==> src/inc/fetx_pkg.sv <==
// Constants shared by the 100 Mb/s twisted-pair line coder.
// Assumes one bit time per cycle of the reference clock and a synchronous
// upstream encoder and equaliser on that same clock.
//
// Notes on behaviour
// - Scrambler: free-running closed-loop 11-bit LFSR.
// - Scrambled bit is NRZ bit XOR key.
// - Seed taken from port address bits 4:1.
// - NRZI encode: one toggles, zero holds.
// - NRZI split into two alternating drive streams.
// - Only MLT-3 output; no binary option.
// - Receive path feeds the nibble path downstream.
// - MLT-3 level change decodes as one.
// - NRZ is one when NRZI bit changes.
// - Five received bits form one symbol.
// - Link pulses never raise signal detect.
package fetx_pkg;

    // ========================================================================
    // Clock and timing.
    localparam int unsigned CLK_HZ = 50_000_000;

    // ========================================================================
    // Scrambler.
    localparam int unsigned    SCR_W        = 11;
    localparam int unsigned    SCR_TAP_HI   = 10;
    localparam int unsigned    SCR_TAP_LO   = 8;
    localparam logic [10:0]    SCR_RESET    = 11'h7FF;
    localparam logic [6:0]     SCR_SEED_FIX = 7'h5A;
    localparam int unsigned    ADDR_W       = 5;
    localparam int unsigned    SEED_ADDR_HI = 4;
    localparam int unsigned    SEED_ADDR_LO = 1;

    // ========================================================================
    // MLT-3 line levels as seen on the receive input.
    localparam logic [1:0] LVL_ZERO = 2'h0;
    localparam logic [1:0] LVL_POS  = 2'h1;
    localparam logic [1:0] LVL_NEG  = 2'h3;

    // MLT-3 phase: 0 zero, 1 positive, 2 zero, 3 negative.
    localparam logic [1:0] PH_RESET = 2'h0;
    localparam logic [1:0] PH_POS   = 2'h1;
    localparam logic [1:0] PH_NEG   = 2'h3;

    // ========================================================================
    // Receive symbol and signal detect.
    localparam int unsigned SYM_W        = 5;
    localparam logic [2:0]  SYM_LAST     = 3'h4;
    localparam logic [5:0]  SD_GAP_MAX   = 6'h3F;
    localparam logic [8:0]  SD_RUN_MIN   = 9'h1FF;

    typedef enum logic [1:0] {
        FETX_ST_SYNC,
        FETX_ST_LOAD,
        FETX_ST_RUN
    } fetx_state_e;

endpackage

==> src/logic/fetx_line_coder.sv <==
// Line coder of a 100 Mb/s twisted-pair port: scrambler, NRZI and MLT-3 on
// transmit; MLT-3 and NRZI decoding, signal detect and 5-bit symbols on receive.
// Assumes the encoder and the equaliser sit on i_ref_clk; address pins do not.
`timescale 1ns/1ns

module fetx_line_coder
    import fetx_pkg::*;
(
    // Clock and reset.
    input  wire logic               i_ref_clk,
    input  wire logic               i_rst,
    // Port address straps.
    input  wire logic [ADDR_W-1:0]  i_port_address_pins,
    // Transmit NRZ bits from the code-group encoder.
    input  wire logic               i_tx_bit,
    // Transmit line drive.
    output logic                    o_tx_ready,
    output logic                    o_tx_nrzi,
    output logic                    o_tx_drive_pos,
    output logic                    o_tx_drive_neg,
    // Receive levels from the equaliser.
    input  wire logic [1:0]         i_rx_level,
    // Receive results.
    output logic                    o_rx_nrz,
    output logic [SYM_W-1:0]        o_rx_symbol,
    output logic                    o_rx_symbol_valid,
    output logic                    o_signal_detect
);

    // ========================================================================
    // Address pin synchroniser and seed load sequence.
    logic [ADDR_W-1:0] addr_meta_q;
    logic [ADDR_W-1:0] addr_sync_q;
    fetx_state_e       state_q;
    fetx_state_e       state_d;

    // The synchroniser has no reset on purpose. The seed is taken two edges
    // after release, so a reset here would hand the seed load zeros. The
    // limitation is that the straps must be settled by the last edge before release.
    always_ff @(posedge i_ref_clk) begin
        addr_meta_q <= i_port_address_pins;
        addr_sync_q <= addr_meta_q;
    end

    // The straps need two edges to pass the synchroniser before the seed is
    // taken, so the scrambler runs from its constant for those two cycles.
    always_comb begin
        state_d = state_q;
        unique case (state_q)
            FETX_ST_SYNC: state_d = FETX_ST_LOAD;
            FETX_ST_LOAD: state_d = FETX_ST_RUN;
            FETX_ST_RUN:  state_d = FETX_ST_RUN;
            default:      state_d = FETX_ST_SYNC;
        endcase
    end

    always_ff @(posedge i_ref_clk or posedge i_rst) begin
        if (i_rst) begin
            state_q <= FETX_ST_SYNC;
        end else begin
            state_q <= state_d;
        end
    end

    // ========================================================================
    // Scrambler.
    logic [SCR_W-1:0] scr_q;
    logic [SCR_W-1:0] scr_d;
    wire logic        scr_key;
    wire logic [SCR_W-1:0] scr_seed;
    wire logic        seed_take;

    assign scr_key   = scr_q[SCR_TAP_HI] ^ scr_q[SCR_TAP_LO];
    // The fixed upper part keeps the seed non-zero whatever the straps read.
    assign scr_seed  = {SCR_SEED_FIX, addr_sync_q[SEED_ADDR_HI:SEED_ADDR_LO]};
    assign seed_take = (state_q == FETX_ST_LOAD);

    always_comb begin
        if (seed_take) begin
            scr_d = scr_seed;
        end else begin
            scr_d = {scr_q[SCR_W-2:0], scr_key};
        end
    end

    always_ff @(posedge i_ref_clk or posedge i_rst) begin
        if (i_rst) begin
            scr_q <= SCR_RESET;
        end else begin
            scr_q <= scr_d;
        end
    end

    // ========================================================================
    // Transmit NRZI and MLT-3. There is deliberately no bypass path: the pair
    // only ever carries the three-level code.
    wire logic       tx_run;
    wire logic       tx_scr_bit;
    logic            tx_nrzi_q;
    logic [1:0]      tx_phase_q;
    wire logic [1:0] tx_phase_d;

    assign tx_run     = (state_q == FETX_ST_RUN);
    assign tx_scr_bit = tx_run & (i_tx_bit ^ scr_key);
    assign tx_phase_d = tx_phase_q + {1'b0, tx_scr_bit};

    always_ff @(posedge i_ref_clk or posedge i_rst) begin
        if (i_rst) begin
            tx_nrzi_q      <= 1'b0;
            tx_phase_q     <= PH_RESET;
            o_tx_ready     <= 1'b0;
            o_tx_nrzi      <= 1'b0;
            o_tx_drive_pos <= 1'b0;
            o_tx_drive_neg <= 1'b0;
        end else begin
            tx_nrzi_q      <= tx_nrzi_q ^ tx_scr_bit;
            tx_phase_q     <= tx_phase_d;
            o_tx_ready     <= (state_d == FETX_ST_RUN);
            o_tx_nrzi      <= tx_nrzi_q ^ tx_scr_bit;
            o_tx_drive_pos <= (tx_phase_d == PH_POS);
            o_tx_drive_neg <= (tx_phase_d == PH_NEG);
        end
    end

    // ========================================================================
    // Receive MLT-3 to NRZI to NRZ.
    logic [1:0]  rx_level_q;
    logic        rx_nrzi_q;
    logic        rx_nrzi_prev_q;
    wire logic   rx_change;
    wire logic   rx_nrzi_d;
    wire logic   rx_nrz_bit;

    assign rx_change  = (i_rx_level != rx_level_q);
    assign rx_nrzi_d  = rx_nrzi_q ^ rx_change;
    assign rx_nrz_bit = rx_nrzi_q ^ rx_nrzi_prev_q;

    always_ff @(posedge i_ref_clk or posedge i_rst) begin
        if (i_rst) begin
            rx_level_q     <= LVL_ZERO;
            rx_nrzi_q      <= 1'b0;
            rx_nrzi_prev_q <= 1'b0;
            o_rx_nrz       <= 1'b0;
        end else begin
            rx_level_q     <= i_rx_level;
            rx_nrzi_q      <= rx_nrzi_d;
            rx_nrzi_prev_q <= rx_nrzi_q;
            o_rx_nrz       <= rx_nrz_bit;
        end
    end

    // ========================================================================
    // Serial to parallel. The boundary is arbitrary; the aligner downstream
    // fixes it, and its nibbles go on to the media independent interface.
    logic [SYM_W-1:0]  rx_shift_q;
    logic [2:0]        rx_cnt_q;
    wire logic [SYM_W-1:0] rx_shift_d;
    wire logic         rx_sym_end;

    assign rx_shift_d = {rx_shift_q[SYM_W-2:0], rx_nrz_bit};
    assign rx_sym_end = (rx_cnt_q == SYM_LAST);

    always_ff @(posedge i_ref_clk or posedge i_rst) begin
        if (i_rst) begin
            rx_shift_q        <= '0;
            rx_cnt_q          <= '0;
            o_rx_symbol       <= '0;
            o_rx_symbol_valid <= 1'b0;
        end else begin
            rx_shift_q        <= rx_shift_d;
            rx_cnt_q          <= rx_sym_end ? 3'h0 : rx_cnt_q + 3'h1;
            o_rx_symbol_valid <= rx_sym_end;
            if (rx_sym_end) begin
                o_rx_symbol <= rx_shift_d;
            end
        end
    end

    // ========================================================================
    // Signal detect. Link pulses are isolated bursts separated by long quiet
    // gaps, so detect needs a long run of activity with no gap over the limit.
    // Scrambled idle never holds a level that long; a pulse train always does.
    logic [5:0] sd_gap_q;
    logic [8:0] sd_run_q;
    wire logic  sd_gap_over;

    assign sd_gap_over = (sd_gap_q == SD_GAP_MAX);

    always_ff @(posedge i_ref_clk or posedge i_rst) begin
        if (i_rst) begin
            sd_gap_q        <= '0;
            sd_run_q        <= '0;
            o_signal_detect <= 1'b0;
        end else begin
            if (rx_change) begin
                sd_gap_q <= '0;
            end else if (!sd_gap_over) begin
                sd_gap_q <= sd_gap_q + 6'h1;
            end
            if (sd_gap_over) begin
                sd_run_q <= '0;
            end else if (sd_run_q != SD_RUN_MIN) begin
                sd_run_q <= sd_run_q + 9'h1;
            end
            o_signal_detect <= !sd_gap_over && (sd_run_q == SD_RUN_MIN);
        end
    end

endmodule
==> config.mk <==
export PLATFORM = sky130hd
export DESIGN_NAME = fetx_line_coder
export DESIGN_NICKNAME = d
export VERILOG_FILES = /design/src/inc/fetx_pkg.sv /design/src/logic/fetx_line_coder.sv
export SDC_FILE = /design/constraint.sdc
export NUM_CORES = 1
export LEC_CHECK = 0
export BUFFER_PORTS_ARGS = -buffer_cell sky130_fd_sc_hd__buf_4
export CORE_ASPECT_RATIO = 0.6
export CORE_MARGIN = 4
export CORE_UTILIZATION = 30
export DETAILED_ROUTE_END_ITERATION = 8
export GPL_TIMING_DRIVEN = 0
export PLACE_DENSITY = 0.55
export SLEW_MARGIN = 0
export SYNTH_ARGS = -nofsm -noshare
export SYNTH_HDL_FRONTEND = slang
export SYNTH_SLANG_ARGS = --single-unit
==> constraint.sdc <==
create_clock -name i_ref_clk -period 2 [get_ports i_ref_clk]
set_input_delay 0.1 -clock i_ref_clk [delete_from_list [all_inputs] [get_ports i_ref_clk]]
set_output_delay 0.1 -clock i_ref_clk [all_outputs]
set_load 0.02 [all_outputs]
==> results of run 1 <==
-- registers in the layout (all words and copies together) (netlist names), 2 cells and up --
name and cells:
addr_sync_q 4, rx_shift_q 4, rx_cnt_q 3, sd_run_q 9, scr_q 11, rx_level_q 2
tx_phase_q 2, o_rx_symbol 5, addr_meta_q 4, sd_gap_q 6
-- logic make-up after synthesis --
| logic type | after synthesis | share of synthesized area [%] |
|---|---|---|
| flops | 59 | 65.4 |
| simple gates | 47 | 12.1 |
| compound gates | 17 | 4.57 |
| mux | 13 | 6.44 |
| xor+xnor | 11 | 4.35 |
| buf+inv | 10 | 2.03 |
| fa+ha+maj | 9 | 5.08 |
-- layer usage --
layer / vias to the layer above / share of wire, % / routed length, um
li1: 642 / - / -
met1: 622 / 53 / 1870
met2: 26 / 38 / 1340
met3: 4 / 8.2 / 288
met4: 0 / 0.77 / 27
met5: - / 0 / 0
-- timing repair --
action / CTS / global route
hold buffers: 7 / 0
endpoints found under the setup margin: 1 / 3
resized for setup: 1 / 3
buffers inserted: 0 / 1
hold endpoints to repair: 20 / 0
-- layout make-up --
type,instances,area [sq um]
Fill cell,655,4040
Sequential cell,59,1450
Multi-Input combinational cell,97,733
Timing Repair Buffer,29,248
Clock buffer,13,240
Tap cell,87,109
Clock inverter,3,38.8
Inverter,8,30.0
Buffer,2,15.0
-- final timing paths --
check                      slack, ps        endpoint           start
setup / recovery                  70     sd_run_q[7]     sd_run_q[0]
min in group asynchronous        400     sd_run_q[1]           i_rst
hold / removal                   230       tx_nrzi_q        i_tx_bit
hold reg to reg                  320  addr_sync_q[3]  addr_meta_q[3]
max in group asynchronous       1060     sd_run_q[0]           i_rst
setup reg to reg                  70     sd_run_q[7]     sd_run_q[0]
-- per-stage QoR --
step                      instance area, sq um  setup TNS (ps)  total power (uW)  worst slack (ps)
after floorplan                           2220               0              2050               108
after global placement                    2470           -2530              2280             -64.5
after detailed placement                  2490               0              2300              16.7
after CTS                                 2850               0              3790              1.13
after global routing                      2870               0              3930              2.86
final                                     2870               0              3720              67.4
-- worst register-to-register path, stage by stage, from the launching register on --
cell and delay (ps):
dfrtp_2 450, ha_4 180, nand3_1 70, nor2_1 40, ha_1 190, buf_6 130
nand3b_4 170, or4_4 490, a21oi_2 140
-- power groups by stage --
stage               logic [uW]  clock network [uW]  registers (uW)
floorplan                  305                   0            1750
global placement           624                   0            1660
detailed placement         636                   0            1660
CTS                        646                1500            1650
global route               694                1560            1680
finish                     631                1450            1640
-- cells in the final DEF, fill, tap and decap left out, drive strengths merged --
cell type / n
dfrtp: 40
buf: 23
clkbuf: 14
nor2: 11
dfstp: 11
mux2: 10
ha: 9
xor2: 8
dfxtp: 8
inv: 8
a21oi: 8
dlygate4sd3: 7
nand2: 6
o21ai: 5
nor2b: 5
nand3: 4
or2: 4
and2: 4
mux2i: 3
or3: 3
xnor2: 3
nand2b: 2
and3: 2
a311oi: 2
clkinv: 2
nand4b: 1
nand3b: 1
nand4: 1
o31ai: 1
or4: 1
nor3: 1
nor3b: 1
a211oi: 1
bufinv: 1
==> results.py, run 1 <==
metrics = {
    "sta": {
        "finalCriticalPeriod_ps": 1930,
        "max_freq_mhz": 517,
        "min_period_over_period_pct": 96.6,
        "rsz0062_at_grt": "false",
        "tightest_slew_ps": 687,
        "drv_slew": 0,
        "relSlewSlack_pct": 54.0,
        "finalClockSkew_ps": 6.39,
        "hold_violations": 0,
        "holdWs_ps": 234,
        "setup_violations": 0,
    },
    "critical_path": {
        "cp_slowest_cell": "or4_4",
        "endpoint_kind": "register",
        "worstPathMaxFanout": 7,
        "critPathRequiredTime_ps": 2250,
        "max_stage_delay_ps": 490,
        "timing.critical_path.buf_inv": 1,
        "setup.worst_path.class": "reg2reg",
        "worstRegToRegCells": 8,
        "arrival_ps": 2180,
        "critPathTopFamily": "simple AND/OR/NAND/NOR gates",
        "crit_chain": "ha_4 -> nand3_1 -> nor2_1 -> ha_1 -> buf_6 -> nand3b_4 -> or4_4 -> a21oi_2",
        "cp.depth": 8,
        "crit_path_start_kind": "register",
    },
    "min_path": {
        "hold_depth": 4,
        "hold_class": "in2reg",
    },
    "detailed_routing": {
        "first_pass_iters": 4,
        "drt_drc_violations_left": 0,
        "routed_wl_um": 3520,
        "vias_per_cell": 4.34,
        "detail-route-antenna-nets": 0,
        "drt_iter0_markers": 99,
        "wl_per_cell_um": 11.8,
        "vias": 1294,
    },
    "status": {
        "outcome": "finished, final reports clean",
    },
    "pwr": {
        "pwr-share-seq_pct": 44.1,
        "p_sw_uw": 914,
        "power_frac_clock_pct": 38.9,
        "power_frac_comb_pct": 17.0,
        "p_per_area_mw_per_mm2": 1300,
        "p_sw_share_pct": 24.6,
        "p_leak_uw": 0.00127,
        "internal-power_uw": 2810,
        "irDropWorstVdd_v": 0.000569,
    },
    "synth": {
        "synth_cell_types": 32,
        "synth_warnings": 0,
        "syn_inst": 166,
        "netlist_area_sq_mm": 0.00222,
        "synthTopCellsByCount": "dfrtp_1 (40), dfstp_2 (11), nor2_1 (11)",
        "synth_seq_area_share_pct": 65.4,
        "ys_top_cells_by_area": "dfrtp_1 (45%), dfstp_2 (13%), dfxtp_1 (7.2%)",
        "yosys.area.top_type_share_pct": 45.2,
        "yosysMostFrequentCell": "dfrtp_1",
        "postSynthAreaPerCell_sq_um": 13.3,
        "synth_top_area_cell": "dfrtp_1",
        "synth_edf_count": 0,
        "yosys_register_bits": 59,
        "synth_nets": 185,
        "synth_ff_type": "dfrtp_1",
        "async_flop_share_pct": 86.4,
    },
    "global_routing": {
        "grt_usage_pct": 9.72,
        "globalRoute.totalOverflow": 0,
        "busiest_layer": "met1",
        "grt_pass1_vias": 1306,
        "grt.met3_usage_pct": 7.45,
        "antenna_found_initial": 0,
        "grt_pass1_wl_um": 6330,
        "grt_util_met1_pct": 12.6,
        "grt.met2_usage_pct": 12.5,
        "grt_max_degree": 27,
    },
    "clock_tree": {
        "htree_levels": 3,
        "worstSkewPairLatency_ps": 320,
        "cts_buffers": 9,
        "cts_root_buffer": "clkbuf_16",
        "clockBufferDepth": 2,
        "clk_pin_slew_ps": 50,
        "cts_tree": "done",
        "cts.sinks": 59,
    },
    "placement": {
        "gp_congestion": 0.706,
        "place_inst": 274,
        "portBuffers": 20,
        "dpl.hpwl_um": 2190,
    },
    "die": {
        "initial_core_util_pct": 32.1,
        "die_width_um": 119,
        "io_pins": 22,
        "rows": 23,
        "core_area_sq_mm": 0.00691,
        "die_y_um": 74.6,
        "dieArea_sq_mm": 0.00887,
    },
    "finish": {
        "utilization_pct": 41.5,
        "nets": 225,
        "area_delta_synth_final_pct": 29.4,
        "fin_cells": 298,
        "antennaDiodeCount": 0,
        "drive_gt1_share_pct": 31.3,
    },
    "run": {
        "drv_cap": 0,
    },
}
Note: power is estimated with default switching activity, not from simulation.
==> run 2, diff against run 1 <==
RECOVER_POWER = 100   (was unset)
==> results.py, run 2 (synthesis results as in run 1) <==
metrics = {
    "die": {
        "die_width_um": 119,
        "io_pins": 22,
        "dieArea_sq_mm": 0.00887,
        "core_area_sq_mm": 0.00691,
        "rows": 23,
        "die_y_um": 74.6,
        "initial_core_util_pct": 32.1,
    },
    "critical_path": {
        "crit_path_start_kind": "register",
        "critPathRequiredTime_ps": 2250,
        "max_stage_delay_ps": 490,
        "cp_slowest_cell": "or4_4",
        "critPathTopFamily": "simple AND/OR/NAND/NOR gates",
        "endpoint_kind": "register",
        "arrival_ps": 2180,
        "setup.worst_path.class": "reg2reg",
        "crit_chain": "ha_4 -> nand3_1 -> nor2_1 -> ha_1 -> buf_6 -> nand3b_4 -> or4_4 -> a21oi_2",
        "timing.critical_path.buf_inv": 1,
        "worstPathMaxFanout": 7,
    },
    "sta": {
        "setup_violations": 0,
        "rsz0062_at_grt": "false",
        "min_period_over_period_pct": 96.6,
        "tightest_slew_ps": 1020,
        "hold_violations": 0,
        "relSlewSlack_pct": 31.6,
        "drv_slew": 0,
        "max_freq_mhz": 518,
        "finalClockSkew_ps": 6.42,
        "finalCriticalPeriod_ps": 1930,
    },
    "clock_tree": {
        "clockBufferDepth": 2,
        "clk_pin_slew_ps": 50,
        "cts_tree": "done",
        "cts_buffers": 9,
        "htree_levels": 3,
        "cts.sinks": 59,
        "cts_root_buffer": "clkbuf_16",
        "worstSkewPairLatency_ps": 320,
    },
    "finish": {
        "layout_commonest_cell": "dfrtp_1",
        "largest_register_ff_count": 11,
        "largestRegisters": "scr_q x11, sd_run_q x9, sd_gap_q x6",
        "fin_cells": 298,
        "antennaDiodeCount": 0,
        "nets": 225,
        "drive_gt1_share_pct": 23.7,
        "final_cell_mix": "dfrtp_1 (38), clkbuf_1 (19), nor2_1 (11)",
        "area_delta_synth_final_pct": 27.0,
        "max_flop_register": "scr_q",
        "fillers": 670,
    },
    "global_routing": {
        "grt_max_degree": 27,
        "antenna_found_initial": 0,
        "grt_pass1_vias": 1306,
        "grt_usage_pct": 9.72,
        "globalRoute.totalOverflow": 0,
        "grt_pass1_wl_um": 6330,
    },
    "status": {
        "outcome": "finished, final reports clean",
    },
    "placement": {
        "place_inst": 274,
        "portBuffers": 20,
        "dpl.hpwl_um": 2190,
        "gp_congestion": 0.706,
    },
    "detailed_routing": {
        "vias": 1296,
        "wl_per_cell_um": 11.8,
        "routed_wl_um": 3530,
        "drt_drc_violations_left": 0,
        "detail-route-antenna-nets": 0,
        "first_pass_iters": 4,
        "drt_iter0_markers": 108,
        "vias_per_cell": 4.35,
    },
    "pwr": {
        "irDropWorstVdd_v": 0.000569,
        "p_leak_uw": 0.00121,
        "power.total_uw": 3640,
        "p_per_area_mw_per_mm2": 1290,
    },
    "run": {
        "drv_cap": 0,
    },
    "min_path": {
        "hold_class": "in2reg",
    },
}
==> run 2: cell types whose count changed in the layout (fill, tap and decap cells not counted) <==
cell / delta
and2_0: +2
and2_1: -2
buf_4: -19
clkbuf_1: +14
clkbuf_4: +5
dfstp_1: +1
dfstp_2: -1
inv_1: +1
inv_2: -1
==> run 2: routing by layer <==
layer	vias up	GRT usage, %	routed length [um]
li1	642	-	-
met1	624	12.6	1880
met2	26	12.5	1330
met3	4	7.45	290
met4	0	2.70	27
met5	-	0	0
==> run 2: final cells by class <==
class                      count  area [sq um]  area share [%]
sequential                    59          1450            51.6
multi-input combinational     97           733            26.1
clock buffer                  13           240            8.54
timing repair buffer          29           195            6.94
tap                           87           109            3.87
clock inverter                 3          38.8            1.38
inverter                       8          30.0            1.07
buffer                         2          15.0           0.534
==> run 2: stage by stage <==
| step | hold WS, ps | area, sq um | setup TNS [ps] | setup WS (ps) | util [%] |
|---|---|---|---|---|---|
| after floorplan | 128 | 2220 | 0 | 108 | - |
| after global placement | 205 | 2470 | -2530 | -64.5 | 35.8 |
| after detailed placement | 206 | 2490 | 0 | 16.7 | 36.1 |
| after CTS | 226 | 2850 | 0 | 1.13 | 41.2 |
| after global routing | 244 | 2810 | 0 | 2.86 | 40.7 |
| final | 235 | 2810 | 0 | 67.6 | 40.7 |
==> run 2: worst paths after layout <==
path	depth (start not counted)	end	slack, ps	start
setup reg to reg	8	sd_run_q[7]	70	sd_run_q[0]
setup / recovery	8	sd_run_q[7]	70	sd_run_q[0]
hold / removal	4	tx_nrzi_q	240	i_tx_bit
min in group asynchronous	3	sd_run_q[1]	590	i_rst
hold reg to reg	0	addr_sync_q[3]	320	addr_meta_q[3]
max in group asynchronous	3	sd_run_q[1]	730	i_rst
==> run 2: what timing repair did <==
action                     in CTS  in global routing
pin swaps                       0                  0
gates resized for setup         1                  3
setup buffers                   0                  1
hold endpoints to repair       20                  0
hold buffers                    7                  0
setup endpoints to repair       1                  3
==> run 2: tightest hold or removal path, stage by stage <==
cell,delay [ps]
buf_4,110
nand2_1,50
mux2i_1,100
xor2_1,150
==> run 2: power breakdown <==
part / internal (uW) / switching, uW
clock network: 957 / 491
registers: 1530 / 112
logic: 245 / 311
==> run 3, diff against run 2 <==
ABC_CLOCK_PERIOD_IN_PS = 2000   (was unset)
CELL_PAD_IN_SITES_DETAIL_PLACEMENT = 2   (was unset)
CELL_PAD_IN_SITES_GLOBAL_PLACEMENT = 2   (was unset)
PLACE_DENSITY = 0.7   (was 0.55)
==> results.py, run 3 (synthesis results as in run 1) <==
metrics = {
    "finish": {
        "antennaDiodeCount": 0,
        "nets": 229,
        "design_area_sq_mm": 0.00281,
        "largestRegisters": "scr_q x11, sd_run_q x9, sd_gap_q x6",
        "largest_register_ff_count": 11,
        "drive_gt1_share_pct": 26.0,
        "area_delta_synth_final_pct": 26.7,
        "max_flop_register": "scr_q",
        "layout_commonest_cell": "dfrtp_1",
        "fillers": 718,
        "final_cell_mix": "dfrtp_1 (37), clkbuf_1 (18), nor2_1 (11)",
    },
    "clock_tree": {
        "clk_pin_slew_ps": 50,
        "cts_root_buffer": "clkbuf_16",
        "clockBufferDepth": 2,
        "cts.sinks": 59,
        "htree_levels": 3,
        "cts_buffers": 9,
        "worstSkewPairLatency_ps": 320,
        "cts_tree": "done",
    },
    "pwr": {
        "irDropWorstVdd_v": 0.000490,
        "p_per_area_mw_per_mm2": 1270,
        "p_leak_uw": 0.00122,
        "power.total_uw": 3560,
    },
    "placement": {
        "gp_congestion": 0.741,
        "dpl-instance-area_sq_mm": 0.00249,
        "dpl.hpwl_um": 2860,
        "portBuffers": 20,
        "place_ws_ps": -25.0,
    },
    "sta": {
        "worst_slack_ps": 75.3,
        "finalCriticalPeriod_ps": 1920,
        "tightest_slew_ps": 922,
        "relSlewSlack_pct": 38.6,
        "holdWs_ps": 229,
        "setup_violations": 0,
        "hold_violations": 0,
        "finalClockSkew_ps": 6.24,
        "max_freq_mhz": 520,
        "drv_slew": 0,
        "min_period_over_period_pct": 96.2,
    },
    "global_routing": {
        "grt_usage_pct": 11.5,
        "grt_util_met1_pct": 14.7,
        "busiest_layer": "met2",
        "grt_pass1_wl_um": 7580,
        "globalRoute.totalOverflow": 0,
        "antenna_found_initial": 0,
        "grt_pass1_vias": 1518,
        "grt.met3_usage_pct": 5.62,
        "grt.met2_usage_pct": 16.4,
        "grt_max_degree": 43,
    },
    "die": {
        "io_pins": 22,
        "die_y_um": 74.6,
        "core_area_sq_mm": 0.00691,
        "initial_core_util_pct": 32.1,
        "dieArea_sq_mm": 0.00887,
        "rows": 23,
        "die_width_um": 119,
    },
    "critical_path": {
        "worstPathMaxFanout": 7,
        "arrival_ps": 2180,
        "endpoint_kind": "register",
        "critPathRequiredTime_ps": 2250,
        "worstRegToRegCells": 8,
        "setup.worst_path.class": "reg2reg",
        "crit_path_start_kind": "register",
        "rrSetupSlack_ps": 80,
    },
    "detailed_routing": {
        "drt_iter0_markers": 33,
        "first_pass_iters": 2,
        "drt_drc_violations_left": 0,
        "vias_per_cell": 4.55,
        "routed_wl_um": 4440,
        "detail-route-antenna-nets": 0,
        "wl_per_cell_um": 14.7,
        "vias": 1375,
    },
    "status": {
        "outcome": "finished, final reports clean",
    },
    "min_path": {
        "hold_class": "in2reg",
        "hold_depth": 4,
    },
    "run": {
        "drv_cap": 0,
    },
}
==> run 3: where the power goes <==
part / switching, uW / internal (uW) / total [uW]
combinational: 322 / 238 / 561
clock: 495 / 863 / 1360
sequential: 118 / 1530 / 1640
==> run 3: path summary, 6_finish.rpt <==
path / startpoint / to
min in group asynchronous: i_rst / o_signal_detect
worst min register to register: addr_meta_q[4] / addr_sync_q[4]
max in group asynchronous: i_rst / sd_run_q[3]
worst max register to register: sd_run_q[1] / sd_run_q[7]
worst min-delay path: i_tx_bit / tx_nrzi_q
worst max-delay path: sd_run_q[1] / sd_run_q[7]
==> run 3: layout make-up <==
cell class / instances / area, sq um / share of cell area (%)
Sequential cell: 59 / 1450 / 51.8
Multi-Input combinational cell: 97 / 723 / 25.8
Clock buffer: 13 / 250 / 8.92
Timing Repair Buffer: 33 / 210 / 7.49
Tap cell: 87 / 109 / 3.88
Inverter: 8 / 30.0 / 1.07
Clock inverter: 3 / 15.0 / 0.535
Buffer: 2 / 15.0 / 0.535
==> run 3: repair_timing <==
action | CTS | global route
resized for setup | 1 | 3
setup endpoints to repair | 1 | 4
pin swaps | 0 | 1
endpoints found under the hold margin | 15 | 0
hold buffers | 7 | 0
setup buffers | 0 | 5
==> run 3: stage by stage <==
step,util [%],TNS (ps),std cells
detailed placement,36.1,-25.0,274
global route,40.6,-23.4,302
CTS,41.0,0,297
finish,40.6,0,302
floorplan,-,0,166
global placement,35.8,-380,273
==> run 3: layer usage <==
layer	vias up	wire length [um]
li1	645	-
met1	698	2170
met2	25	1960
met3	7	234
met4	0	78
met5	-	0
==> run 3: worst max-delay path: stages (launching register included) <==
cell,delay [ps]
dfrtp_1,420
ha_2,190
nand3_1,70
nor2_1,50
ha_1,190
buf_6,130
nand3b_4,170
or4_4,490
a21oi_2,130
